File: src/rtl/btrm_defs.svh
`ifndef BTRM_DEFS_SVH
`define BTRM_DEFS_SVH
// Request kinds
`define BTRM_K_DW        2'h0
`define BTRM_K_DR        2'h1
`define BTRM_K_PW        2'h2
// Termination seen on the target bus
`define BTRM_T_NORMAL    3'h0
`define BTRM_T_RETRY     3'h1
`define BTRM_T_DISC      3'h2
`define BTRM_T_TABORT    3'h3
`define BTRM_T_MABORT    3'h4
// Answer given to the initiator
`define BTRM_A_NONE      3'h0
`define BTRM_A_ACCEPT    3'h1
`define BTRM_A_RETRY     3'h2
`define BTRM_A_DISC      3'h3
`define BTRM_A_TABORT    3'h4
// Bus commands touched by the write engine
`define BTRM_CMD_MW      4'h7
`define BTRM_CMD_MWI     4'hf
// Attempt limit, 2^24
`define BTRM_ATTEMPT_LIMIT 25'h1000000
// Least free room for a posted write, in Dwords
`define BTRM_PW_MIN_DW   8'h08
// Byte shift of one Dword
`define BTRM_DW_SHIFT    2
`define BTRM_FIFO_W      32
`define BTRM_FIFO_D      4
`endif

File: src/rtl/btrm_pkg.sv
`include "btrm_defs.svh"
package btrm_pkg;
  // Delayed transaction slot
  typedef enum logic [4:0] {
    DT_IDLE  = 5'b00001,
    DT_ISSUE = 5'b00010,
    DT_WAIT  = 5'b00100,
    DT_DONE  = 5'b01000,
    DT_ABORT = 5'b10000
  } btrm_dt_e;
  // Posted write engine
  typedef enum logic [3:0] {
    PW_IDLE  = 4'b0001,
    PW_ISSUE = 4'b0010,
    PW_WAIT  = 4'b0100,
    PW_FLUSH = 4'b1000
  } btrm_pw_e;
  typedef struct packed {
    btrm_dt_e    dt_st;
    logic [1:0]  dt_kind;
    logic [31:0] dt_addr;
    logic [3:0]  dt_cmd;
    logic [2:0]  dt_res;
    logic [24:0] dt_cnt;
    btrm_pw_e    pw_st;
    logic [31:0] pw_addr;
    logic [3:0]  pw_cmd;
    logic [15:0] pw_rem;
    logic [15:0] pw_pend;
    logic [24:0] pw_cnt;
    logic [15:0] att_dw;
    logic        busy;
    logic        own_pw;
    logic        tgt_start;
    logic [31:0] tgt_addr;
    logic [3:0]  tgt_cmd;
    logic        ans_valid;
    logic [2:0]  ans_code;
    logic        wvalid;
    logic [31:0] wdata;
    logic        rx_tabort;
    logic        sig_tabort;
    logic        sig_serr;
    logic        serr_n;
  } btrm_state_s;
endpackage

File: src/rtl/btrm_handler.sv
`timescale 1ns/1ps
`include "btrm_defs.svh"

// Small FIFO on the posted write data path
module btrm_fifo #(
  parameter int W = `BTRM_FIFO_W,
  parameter int D = `BTRM_FIFO_D
) (
  input  wire logic         i_mclk,
  input  wire logic         i_resetn,
  input  wire logic         i_in_valid,
  input  wire logic [W-1:0] i_in_data,
  output logic              o_in_ready,
  output logic              o_out_valid,
  output logic [W-1:0]      o_out_data,
  input  wire logic         i_out_ready
);
  localparam int AW = $clog2(D);
  typedef struct packed {
    logic [D-1:0][W-1:0] mem;
    logic [AW-1:0]       wp;
    logic [AW-1:0]       rp;
    logic [AW:0]         cnt;
  } btrm_fifo_s;
  btrm_fifo_s q, d;
  logic       push;
  logic       pop;

  // Ready and valid come from the stored count
  assign o_in_ready  = (q.cnt != (AW+1)'(D));
  assign o_out_valid = (q.cnt != '0);
  assign o_out_data  = q.mem[q.rp];
  assign push        = i_in_valid && o_in_ready;
  assign pop         = i_out_ready && o_out_valid;

  // Pointers wrap because the depth is a power of two
  always_comb
  begin
    d = q;
    if (push)
    begin
      d.mem[q.wp] = i_in_data;
      d.wp        = q.wp + 1'b1;
    end
    if (pop)
      d.rp = q.rp + 1'b1;
    d.cnt = q.cnt + (AW+1)'(push) - (AW+1)'(pop);
  end

  always_ff @(posedge i_mclk)
  begin
    if (!i_resetn)
      q <= '0;
    else
      q <= d;
  end
endmodule

// Behaviour
// - Delayed write done normally or disconnected: disconnect with first data if multi-phase.
// - Delayed write retried by target: retry initiator, keep reattempting.
// - Target abort on delayed transfer: target abort back, set both abort flags.
// - Delayed write repeats until data moves, any abort, or 2^24 retries.
// - Delayed write hits 2^24: discard, system error if enabled, abort next attempt.
// - Posted write retried: repeat with identical start address.
// - Posted write disconnected with data left: restart at current Dword address.
// - Memory write and invalidate disconnected after some data continues as plain memory write.
// - Posted write target abort: received flag, system error and its flag if enabled.
// - Posted write fails 2^24 attempts: discard data, system error if enabled.
// - Delayed read normal: prefetchable disconnects if more wanted, else first phase.
// - Delayed read retried by target: reinitiate the read.
// - Delayed read disconnected: disconnect initiator if it wants more than read.
// - Delayed read repeats until done; 2^24 retries discard, error, abort next.
// - Delayed write retried while queuing, full, duplicate, pending or not at head.
// - Delayed read retried while queuing, full, duplicate, data unready, or discarding.
// - Posted write retried without room for address plus 8 Dwords.
// - Locked sequence in flight: retry every non-locked transfer.
// - Retried initiator must repeat in time, else transaction is dropped.
// - Disconnect at address boundary, no write room, or no read data left.
// - Every target abort returned sets the signaled target abort flag.
module btrm_handler
  import btrm_pkg::*;
#(
  parameter logic [24:0] P_ATTEMPT_LIMIT = `BTRM_ATTEMPT_LIMIT
) (
  input  wire logic        i_mclk,
  input  wire logic        i_resetn,
  input  wire logic        i_req_valid,
  input  wire logic [1:0]  i_req_kind,
  input  wire logic [31:0] i_req_addr,
  input  wire logic [3:0]  i_req_cmd,
  input  wire logic        i_req_locked,
  input  wire logic        i_req_multi,
  input  wire logic        i_req_prefetch,
  input  wire logic        i_req_more,
  input  wire logic [15:0] i_req_dwords,
  input  wire logic        i_dq_full,
  input  wire logic        i_dq_dup,
  input  wire logic        i_resp_not_head,
  input  wire logic        i_rd_behind_pw,
  input  wire logic        i_rd_discarding,
  input  wire logic [7:0]  i_pw_space_dw,
  input  wire logic        i_lock_active,
  input  wire logic        i_boundary,
  input  wire logic        i_no_wr_room,
  input  wire logic        i_no_rd_data,
  input  wire logic        i_mto_expire,
  input  wire logic        i_serr_en,
  input  wire logic        i_dis_dw_lim,
  input  wire logic        i_dis_dr_lim,
  input  wire logic        i_dis_pw_lim,
  input  wire logic        i_dis_pw_tabort,
  input  wire logic        i_clr_rx_tabort,
  input  wire logic        i_clr_sig_tabort,
  input  wire logic        i_clr_sig_serr,
  input  wire logic        i_pw_valid,
  input  wire logic [31:0] i_pw_data,
  output logic             o_pw_ready,
  output logic             o_ans_valid,
  output logic [2:0]       o_ans_code,
  output logic             o_tgt_start,
  output logic [31:0]      o_tgt_addr,
  output logic [3:0]       o_tgt_cmd,
  output logic             o_tgt_posted,
  input  wire logic        i_tgt_done,
  input  wire logic [2:0]  i_tgt_term,
  output logic             o_tgt_wvalid,
  output logic [31:0]      o_tgt_wdata,
  input  wire logic        i_tgt_wready,
  output logic             o_rx_tabort,
  output logic             o_sig_tabort,
  output logic             o_sig_serr,
  output logic             o_serr_n
);
  btrm_state_s q, d;
  logic        f_valid;
  logic [31:0] f_data;
  logic        f_pop;
  logic        f_ready;
  logic        match;
  logic        set_rx;
  logic        set_sta;
  logic        set_serr;
  logic        dt_done;
  logic        pw_done;
  logic [24:0] dt_cnt_n;
  logic [24:0] pw_cnt_n;
  logic [15:0] rem_n;

  btrm_fifo #(
    .W (`BTRM_FIFO_W),
    .D (`BTRM_FIFO_D)
  ) u_fifo (
    .i_mclk      (i_mclk),
    .i_resetn    (i_resetn),
    .i_in_valid  (i_pw_valid),
    .i_in_data   (i_pw_data),
    .o_in_ready  (f_ready),
    .o_out_valid (f_valid),
    .o_out_data  (f_data),
    .i_out_ready (f_pop)
  );

  // Ready to the source stalls when the FIFO fills
  assign o_pw_ready = f_ready;

  // Same request again: address, command and kind all agree
  assign match    = (i_req_addr == q.dt_addr) && (i_req_cmd == q.dt_cmd) && (i_req_kind == q.dt_kind);
  assign dt_done  = q.busy && !q.own_pw && i_tgt_done;
  assign pw_done  = q.busy && q.own_pw && i_tgt_done;
  assign dt_cnt_n = q.dt_cnt + 25'h1;
  assign pw_cnt_n = q.pw_cnt + 25'h1;
  assign rem_n    = q.pw_rem - q.att_dw;

  // Data word stage toward the target; a flush drops words instead of sending them
  always_comb
  begin
    f_pop = 1'b0;
    if (q.pw_st == PW_FLUSH)
      f_pop = f_valid && (q.pw_pend != 16'h0);
    else if ((q.pw_st != PW_IDLE) && (!q.wvalid || i_tgt_wready))
      f_pop = f_valid && (q.pw_pend != 16'h0);
  end

  always_comb
  begin
    d           = q;
    d.tgt_start = 1'b0;
    d.ans_valid = 1'b0;
    d.ans_code  = `BTRM_A_NONE;
    d.serr_n    = 1'b1;
    set_rx      = 1'b0;
    set_sta     = 1'b0;
    set_serr    = 1'b0;

    // Output word register and per-attempt Dword count
    if (q.wvalid && i_tgt_wready)
    begin
      d.wvalid = 1'b0;
      if (q.busy && q.own_pw)
        d.att_dw = q.att_dw + 16'h1;
    end
    if (f_pop)
      d.pw_pend = q.pw_pend - 16'h1;
    if (f_pop && (q.pw_st != PW_FLUSH))
    begin
      d.wvalid = 1'b1;
      d.wdata  = f_data;
    end
    if (q.pw_st == PW_FLUSH)
      d.wvalid = 1'b0;

    // Initiator side: one answer per request, lock checked first
    if (i_req_valid)
    begin
      d.ans_valid = 1'b1;
      if (i_lock_active && !i_req_locked)
        d.ans_code = `BTRM_A_RETRY;
      else if (i_req_kind == `BTRM_K_PW)
      begin
        if ((i_pw_space_dw < `BTRM_PW_MIN_DW) || (q.pw_st != PW_IDLE))
          d.ans_code = `BTRM_A_RETRY;
        else
        begin
          d.ans_code = (i_boundary || i_no_wr_room) ? `BTRM_A_DISC : `BTRM_A_ACCEPT;
          d.pw_st    = PW_ISSUE;
          d.pw_addr  = i_req_addr;
          d.pw_cmd   = i_req_cmd;
          d.pw_rem   = i_req_dwords;
          d.pw_pend  = i_req_dwords;
          d.pw_cnt   = 25'h0;
        end
      end
      else if ((q.dt_st == DT_ABORT) && match)
      begin
        // Limit reached earlier: this repeat gets the abort
        d.ans_code = `BTRM_A_TABORT;
        set_sta    = 1'b1;
        d.dt_st    = DT_IDLE;
      end
      else if ((q.dt_st == DT_DONE) && match)
      begin
        if (i_resp_not_head || ((i_req_kind == `BTRM_K_DR) && (i_rd_behind_pw || i_rd_discarding)))
          d.ans_code = `BTRM_A_RETRY;
        else
        begin
          d.dt_st  = DT_IDLE;
          d.dt_cnt = 25'h0;
          if (q.dt_res == `BTRM_T_TABORT)
          begin
            d.ans_code = `BTRM_A_TABORT;
            set_sta    = 1'b1;
          end
          else if (q.dt_kind == `BTRM_K_DW)
            d.ans_code = i_req_multi ? `BTRM_A_DISC : `BTRM_A_ACCEPT;
          else if ((q.dt_res == `BTRM_T_NORMAL) && !i_req_prefetch)
            d.ans_code = `BTRM_A_DISC;
          else if (i_req_more || i_boundary || i_no_rd_data)
            d.ans_code = `BTRM_A_DISC;
          else
            d.ans_code = `BTRM_A_ACCEPT;
        end
      end
      else if ((q.dt_st != DT_IDLE) || i_dq_full || i_dq_dup)
        d.ans_code = `BTRM_A_RETRY;
      else
      begin
        // Enter the slot; the initiator is retried meanwhile
        d.ans_code = `BTRM_A_RETRY;
        d.dt_st    = DT_ISSUE;
        d.dt_kind  = i_req_kind;
        d.dt_addr  = i_req_addr;
        d.dt_cmd   = i_req_cmd;
        d.dt_cnt   = 25'h0;
      end
    end

    // Initiator gave up repeating in time: drop the slot unless an attempt is out
    if (i_mto_expire && (q.dt_st != DT_WAIT) && (q.dt_st != DT_IDLE))
      d.dt_st = DT_IDLE;

    // Target side: posted writes go first to keep write ordering
    if (!q.busy)
    begin
      if (q.pw_st == PW_ISSUE)
      begin
        d.tgt_start = 1'b1;
        d.tgt_addr  = q.pw_addr;
        d.tgt_cmd   = q.pw_cmd;
        d.busy      = 1'b1;
        d.own_pw    = 1'b1;
        d.att_dw    = 16'h0;
        d.pw_st     = PW_WAIT;
      end
      else if (q.dt_st == DT_ISSUE)
      begin
        d.tgt_start = 1'b1;
        d.tgt_addr  = q.dt_addr;
        d.tgt_cmd   = q.dt_cmd;
        d.busy      = 1'b1;
        d.own_pw    = 1'b0;
        d.dt_st     = DT_WAIT;
      end
    end

    // Delayed attempt finished
    if (dt_done)
    begin
      d.busy = 1'b0;
      case (i_tgt_term)
        `BTRM_T_RETRY:
        begin
          d.dt_cnt = dt_cnt_n;
          if (dt_cnt_n == P_ATTEMPT_LIMIT)
          begin
            d.dt_st = DT_ABORT;
            if (i_serr_en && !((q.dt_kind == `BTRM_K_DW) ? i_dis_dw_lim : i_dis_dr_lim))
            begin
              d.serr_n = 1'b0;
              set_serr = 1'b1;
            end
          end
          else
            d.dt_st = DT_ISSUE;
        end
        `BTRM_T_TABORT:
        begin
          set_rx   = 1'b1;
          d.dt_res = i_tgt_term;
          d.dt_st  = DT_DONE;
        end
        default:
        begin
          d.dt_res = i_tgt_term;
          d.dt_st  = DT_DONE;
        end
      endcase
      // A drop requested in the same cycle the attempt ends lands here
      if (i_mto_expire)
        d.dt_st = DT_IDLE;
    end

    // Posted attempt finished
    if (pw_done)
    begin
      d.busy = 1'b0;
      d.pw_cnt = pw_cnt_n;
      case (i_tgt_term)
        `BTRM_T_NORMAL:
        begin
          d.pw_rem = rem_n;
          d.pw_st  = (rem_n == 16'h0) ? PW_IDLE : PW_ISSUE;
        end
        `BTRM_T_RETRY:
          d.pw_st = PW_ISSUE;
        `BTRM_T_DISC:
        begin
          d.pw_rem  = rem_n;
          d.pw_addr = q.pw_addr + {q.att_dw[13:0], 2'b00};
          if ((q.att_dw != 16'h0) && (q.pw_cmd == `BTRM_CMD_MWI))
            d.pw_cmd = `BTRM_CMD_MW;
          d.pw_st = (rem_n == 16'h0) ? PW_IDLE : PW_ISSUE;
        end
        `BTRM_T_TABORT:
        begin
          set_rx  = 1'b1;
          d.pw_st = PW_FLUSH;
          if (i_serr_en && !i_dis_pw_tabort)
          begin
            d.serr_n = 1'b0;
            set_serr = 1'b1;
          end
        end
        default:
          d.pw_st = PW_FLUSH;
      endcase
      // Limit only counts while data is still undelivered
      if ((pw_cnt_n == P_ATTEMPT_LIMIT) && (d.pw_st == PW_ISSUE))
      begin
        d.pw_st = PW_FLUSH;
        if (i_serr_en && !i_dis_pw_lim)
        begin
          d.serr_n = 1'b0;
          set_serr = 1'b1;
        end
      end
    end

    // Flush ends once every word of the dropped write has left the FIFO
    if ((q.pw_st == PW_FLUSH) && (d.pw_pend == 16'h0))
      d.pw_st = PW_IDLE;

    // Sticky flags: a set in the clearing cycle wins
    d.rx_tabort  = (q.rx_tabort && !i_clr_rx_tabort) || set_rx;
    d.sig_tabort = (q.sig_tabort && !i_clr_sig_tabort) || set_sta;
    d.sig_serr   = (q.sig_serr && !i_clr_sig_serr) || set_serr;
  end

  always_ff @(posedge i_mclk)
  begin
    if (!i_resetn)
    begin
      q        <= '0;
      q.dt_st  <= DT_IDLE;
      q.pw_st  <= PW_IDLE;
      q.serr_n <= 1'b1;
    end
    else
      q <= d;
  end

  // Every output except o_pw_ready straight from the state register
  assign o_ans_valid  = q.ans_valid;
  assign o_ans_code   = q.ans_code;
  assign o_tgt_start  = q.tgt_start;
  assign o_tgt_addr   = q.tgt_addr;
  assign o_tgt_cmd    = q.tgt_cmd;
  assign o_tgt_posted = q.own_pw;
  assign o_tgt_wvalid = q.wvalid;
  assign o_tgt_wdata  = q.wdata;
  assign o_rx_tabort  = q.rx_tabort;
  assign o_sig_tabort = q.sig_tabort;
  assign o_sig_serr   = q.sig_serr;
  assign o_serr_n     = q.serr_n;

  // Checks
  AST_LOCK_RETRY: assert property (@(posedge i_mclk) disable iff (!i_resetn)
    i_req_valid && i_lock_active && !i_req_locked |=> o_ans_valid && (o_ans_code == `BTRM_A_RETRY))
    else $error("Non-locked request not retried during lock");
  AST_PW_ROOM: assert property (@(posedge i_mclk) disable iff (!i_resetn)
    i_req_valid && !i_lock_active && (i_req_kind == `BTRM_K_PW) && (i_pw_space_dw < `BTRM_PW_MIN_DW)
    |=> o_ans_code == `BTRM_A_RETRY)
    else $error("Posted write accepted without room");
  AST_TA_FLAG: assert property (@(posedge i_mclk) disable iff (!i_resetn)
    o_ans_valid && (o_ans_code == `BTRM_A_TABORT) |-> o_sig_tabort)
    else $error("Target abort returned without flag");
  AST_RX_TA: assert property (@(posedge i_mclk) disable iff (!i_resetn)
    q.busy && i_tgt_done && (i_tgt_term == `BTRM_T_TABORT) |=> o_rx_tabort)
    else $error("Received target abort flag not set");
  AST_DT_REISSUE: assert property (@(posedge i_mclk) disable iff (!i_resetn)
    dt_done && (i_tgt_term == `BTRM_T_RETRY) && (dt_cnt_n != P_ATTEMPT_LIMIT) && !i_mto_expire
    |=> ##[0:1] o_tgt_start || q.busy)
    else $error("Retried delayed transfer not reattempted");
  AST_PW_SAME_ADDR: assert property (@(posedge i_mclk) disable iff (!i_resetn)
    pw_done && (i_tgt_term == `BTRM_T_RETRY) |=> q.pw_addr == $past(q.pw_addr))
    else $error("Retried posted write moved its address");
  AST_PW_DISC_ADDR: assert property (@(posedge i_mclk) disable iff (!i_resetn)
    pw_done && (i_tgt_term == `BTRM_T_DISC)
    |=> q.pw_addr == $past(q.pw_addr) + {$past(q.att_dw[13:0]), 2'b00})
    else $error("Disconnected posted write address not advanced");
  AST_MWI_TO_MW: assert property (@(posedge i_mclk) disable iff (!i_resetn)
    pw_done && (i_tgt_term == `BTRM_T_DISC) && (q.att_dw != 16'h0) |=> q.pw_cmd != `BTRM_CMD_MWI)
    else $error("Invalidate command kept after partial delivery");
  AST_SERR_CAUSE: assert property (@(posedge i_mclk) disable iff (!i_resetn)
    $fell(o_serr_n) |-> $past(i_serr_en) && o_sig_serr)
    else $error("System error without enable");
  AST_START_PULSE: assert property (@(posedge i_mclk) disable iff (!i_resetn)
    o_tgt_start |=> !o_tgt_start)
    else $error("Attempt start longer than one cycle");
endmodule

File: config.mk
export PLATFORM = sky130hd
export DESIGN_NAME = btrm_handler
export DESIGN_NICKNAME = d
export VERILOG_FILES = /design/src/rtl/btrm_pkg.sv /design/src/rtl/btrm_handler.sv
export VERILOG_INCLUDE_DIRS = /design/src /design/src/rtl
export SDC_FILE = /design/constraint.sdc
export NUM_CORES = 1
export LEC_CHECK = 0
export ABC_CLOCK_PERIOD_IN_PS = 7700
export BUFFER_PORTS_ARGS = -buffer_cell sky130_fd_sc_hd__buf_2
export CAP_MARGIN = 30
export CELL_PAD_IN_SITES_DETAIL_PLACEMENT = 2
export CELL_PAD_IN_SITES_GLOBAL_PLACEMENT = 2
export CORE_MARGIN = 2
export CORE_UTILIZATION = 38
export DETAILED_ROUTE_END_ITERATION = 10
export PLACE_DENSITY = 0.94
export SLEW_MARGIN = 10
export SYNTH_ARGS = -nofsm -noshare
export SYNTH_HDL_FRONTEND = slang
export SYNTH_SLANG_ARGS = --single-unit
File: constraint.sdc
create_clock -name i_mclk -period 7.7 [get_ports i_mclk]
set_input_delay 1.925 -clock i_mclk [delete_from_list [all_inputs] [get_ports i_mclk]]
set_output_delay 1.925 -clock i_mclk [all_outputs]
set_load 0.005 [all_outputs]
==> results list <==
* Crit path cell chain: buf_2 -> xor2_1 -> nor4_1 -> nand4_1 -> nor3_1 -> nand4_1 -> a21o_1 -> nand2_1 -> a21boi_0 -> o21a_1
- The most numerous cell type found on the critical path is sky130_fd_sc_hd__nand4_1.
- Router iterations before antenna repair: 5
- Post-CTS Repair Setup Buffers: 0
- Iteration-0 DRC Markers: 1,466
- NumNets Final: 2,858
- Routability-driven placement finished with a final weighted congestion of 0.897.
- Dividing the detail-routed via count by the number of cells gives 6.24.
- EDFF count, synth: 0
- Measured against its own limit, the worst slew margin works out to 33.4%.
- Adding up every negative setup slack in the final design gives 0 ns.
- Die area: 55,900 um^2
- TritonCTS clock tree: yes
- CTS Hold Buffers Added: 0
* Register-to-register path setup slack: 3.65 ns
- Max Cap Viol: 0
- Total wirelength of the detailed-routed design: 96.9 mm
* Top FF cell, synth: sky130_fd_sc_hd__dfxtp_1
* Routed via count: 21,409
* Worst IR drop on VDD: 205 uV
- The H-tree was split into 2 levels.
- Slew @ Worst Pin: 0.990 ns
* Number of antenna violations at the first check in global routing: 14
- Maximum clock path buffer count: 3
* Maximum number of pins on one net before global-route repair: 170
- Reg-to-reg endpoint: o_sig_serr$_SDFF_PN0_
- The internal portion of the total power is 3.67 mW.
- For this run, design rule violations remaining after detail routing come to 0.
- Critical path fanouts, max: 16
- For the worst setup path, the data required time is 8.21 ns.
- Vertical die dimension: 237 um
* Share of the yosys chip area belonging to registers: 38.9%
- Unrepaired setup endpoints after global routing: false
- The synthesized design spends more area on one cell type than any other, namely sky130_fd_sc_hd__dfxtp_1.
* Final global-route overflow total: 0
* Filler cell count in the final layout: 6,043
- In this run the power spent charging and discharging nets is 1.68 mW.
- Global-route wire length before repair: 147 mm
* Final critical path time including I/O delays and setup: 4.94 ns
- Clock-pin slew was measured on the worst setup and hold paths at 0.07 ns.
- Based on the critical path, the design can be clocked at up to 203 MHz.
- Cell types with the largest area share after synthesis: sky130_fd_sc_hd__dfxtp_1, sky130_fd_sc_hd__nand2_1, sky130_fd_sc_hd__a21oi_1
- Root buf cell: sky130_fd_sc_hd__clkbuf_16
* Number of instances in the synthesized netlist: 2,647
- Switching Fraction: 31.4%
- Outcome: complete, no violations
- Startpoint of the most critical register-to-register path: q[80]$_SDFF_PN0_
* Final setup vio count: 0
- Global Route Usage Sum: 33.3%
- The placed instances occupy a cell area of 21,500 um^2.
* Slack of the critical path: 2.76 ns
- Die X: 237 um
* Number of global-route vias before repair: 23,879
- The count of nets left with antenna violations once routing finished came out at 0.
* Post-synthesis instance area: 20,500 um^2
* Final core occ: 43.1%
* Quantity of I/O buffers inserted on ports: 201
- Final clock skew: 0.0270 ns
* Area Growth Syn to Fin: 12.3%
- Pwr/cell area: 232 nW/um^2
- Num CTS Buffers: 47
* Placeable Area: 53,600 um^2
- Share of total power in combinational logic: 15.3%
- Once the floorplan was initialized, standard cells occupied 38.3% of the core.
- Along the worst hold path, the cell count comes to 2.
- CP startpoint kind: input pin
- The worst setup path is of the input pin to flop kind.
* Total power: 5.35 mW
- Among all stages on the critical path, the largest delay is contributed by sky130_fd_sc_hd__nor3_1.
- For the worst setup path, the data arrival time is 5.45 ns.
- Sequential cells account for 42.1% of the total power.
- For this design, the sink count on the clock tree is 399.
- Measured in cells, the most critical reg-to-reg path has a length of 12.
- The number of nets handed over by synthesis was 2,815.
- After synthesis, the share of flip-flops with an asynchronous set or reset is 0%.
- Number of flip-flops and latches in the synthesized netlist: 399
- Worst Hold Launch: u_fifo.q[117]$_SDFFE_PN0P_
* Hold Violations, Final: 0
- Fraction of layout cells with a size suffix above 1: 14.2%
- After routing the design area is 23,100 um^2.
- Synthesis instantiated 87 different standard cells from the library.
- The count of final max-slew check failures was 0.
- Worst setup timing slack at the placement stage: 2.31 ns
- For the worst-skew pair, the clock arrives at the later sink with an insertion delay of 0.62 ns.
- Max incr delay on CP: 0.64 ns
- The worst hold path terminates at u_fifo.q[117]$_SDFFE_PN0P_.
- The HPWL after detailed placement is 56.8 mm.
* Placement row count: 85
- Dividing the detail-routed wire length by the instance count gives 28.2 um.
- Once the clock tree was built, the resizer swapped 0 gates to a different size.
- Yosys warning total: 0
- The worst setup path is captured at a flop.
- Portion of synthesized cell area occupied by the leading cell type: 38.9%
* Num ports: 205
- The clock network accounts for 42.6% of the total power.
- Leakage power: 8.65 nW
- The path class of the tightest hold or removal check is flop to flop.
- A synthesized cell averages 7.76 um^2.
- The worst path uses 64.1% of the clock period.
-- cells in the mapped netlist, types with 32 or more instances --
cell and instances:
sky130_fd_sc_hd__nor3_1 88, sky130_fd_sc_hd__a21oi_1 290, sky130_fd_sc_hd__ha_1 40, sky130_fd_sc_hd__clkbuf_1 146, sky130_fd_sc_hd__nor4_1 34, sky130_fd_sc_hd__mux4_2 32
sky130_fd_sc_hd__inv_1 42, sky130_fd_sc_hd__xnor2_1 51, sky130_fd_sc_hd__buf_4 71, sky130_fd_sc_hd__nand3_1 59, sky130_fd_sc_hd__o22ai_1 38, sky130_fd_sc_hd__nor2_1 255
sky130_fd_sc_hd__nand4_1 37, sky130_fd_sc_hd__dfxtp_1 399, sky130_fd_sc_hd__nand2_1 559, sky130_fd_sc_hd__and3_1 39, sky130_fd_sc_hd__xor2_1 58, sky130_fd_sc_hd__o21ai_0 90
-- critical path: cells and delay by family --
kind                   cells  cell delay, ns
AO/OA/AOI/OAI              3            0.79
AND/OR/NAND/NOR            5            2.43
buffers and inverters      1            0.14
XOR/XNOR                   1            0.15
-- state kept, by name (all words and copies together), names as in the netlist, 3 cells and up --
signal,cells
q,185
u_fifo.q,135
o_tgt_addr,32
o_tgt_wdata,32
o_tgt_cmd,4
o_ans_code,3
-- metal layers --
metal,track usage (%),vias up,wire length (um)
met1,36.8,10934,36400
li1,-,9277,-
met5,0,-,55
met4,19.9,8,5330
met3,5.74,317,5680
met2,59.6,873,49500
-- cell usage in the layout (no fill, tap or decap), drive strengths merged, types with 8 or more instances in the layout --
| cell type | instances |
|---|---|
| xor2 | 58 |
| a31oi | 27 |
| o21a | 17 |
| ha | 40 |
| mux4 | 32 |
| diode | 9 |
| nor3 | 89 |
| nand4 | 38 |
| nand3b | 8 |
| buf | 226 |
| o22ai | 38 |
| nand2 | 559 |
| and3 | 39 |
| nor2 | 257 |
| nor4 | 39 |
| clkbuf | 70 |
| and2 | 18 |
| a311oi | 28 |
| and4 | 11 |
| inv | 48 |
| clkinv | 13 |
| or2 | 10 |
| or3 | 18 |
| o21ai | 92 |
| nand3 | 59 |
| a21oi | 291 |
| xnor2 | 51 |
| dfxtp | 399 |
| a211oi | 31 |
| or4 | 9 |
| o211ai | 12 |
-- through the flow --
stage | instances | hold slack, ns
3_3_place_gp | 3331 | 0.438
6_report | 3433 | 0.459
4_1_cts | 3420 | 0.461
3_5_place_dp | 3333 | 0.449
2_1_floorplan | 2647 | 0.433
5_1_grt | 3427 | 0.479
-- worst max-delay path by stage --
stage,from,end,depth (start not counted)
5_1_grt,i_req_addr[21],q[211]$_SDFF_PN0_,10
2_1_floorplan,i_pw_space_dw[7],q[192]$_SDFF_PP0_,9
3_3_place_gp,i_tgt_done,q[186]$_SDFF_PN0_,10
3_5_place_dp,i_req_addr[21],q[211]$_SDFF_PN0_,10
6_report,i_req_addr[21],q[211]$_SDFF_PN0_,10
4_1_cts,i_req_addr[21],q[211]$_SDFF_PN0_,10
-- kinds of logic (layout without fill, tap and decap cells) --
logic type	Yosys count	count (layout)	share of synthesized area, %
AO/OA/AOI/OAI	594	594	17.4
XOR/XNOR	109	109	4.65
adder cells (fa/ha/maj)	43	43	2.73
buffers and inverters	277	358	6.40
flip-flops	399	399	38.9
multiplexers	36	36	3.71
other	0	9	0
AND/OR/NAND/NOR	1189	1189	26.3
-- power groups by stage --
stage | registers [mW] | clock network (mW) | logic (mW)
after global placement | 2.26 | 0 | 0.696
after global routing | 2.25 | 2.38 | 0.863
final | 2.25 | 2.28 | 0.818
after floorplan | 2.25 | 0 | 0.495
after detailed placement | 2.28 | 0 | 0.758
after CTS | 2.24 | 2.30 | 0.803
-- cell type report --
| type | instances | area [um^2] | area share (%) |
|---|---|---|---|
| inverters | 44 | 173 | 0.748 |
| well taps | 696 | 871 | 3.77 |
| clock inverters | 18 | 108 | 0.466 |
| clock buffers | 69 | 1380 | 5.97 |
| flip-flops and latches | 399 | 7990 | 34.6 |
| multi-input cells | 1971 | 11300 | 48.9 |
| repair buffers | 227 | 1260 | 5.45 |
| diodes | 9 | 22.5 | 0.0976 |
Note: power is estimated with default switching activity, not from simulation.
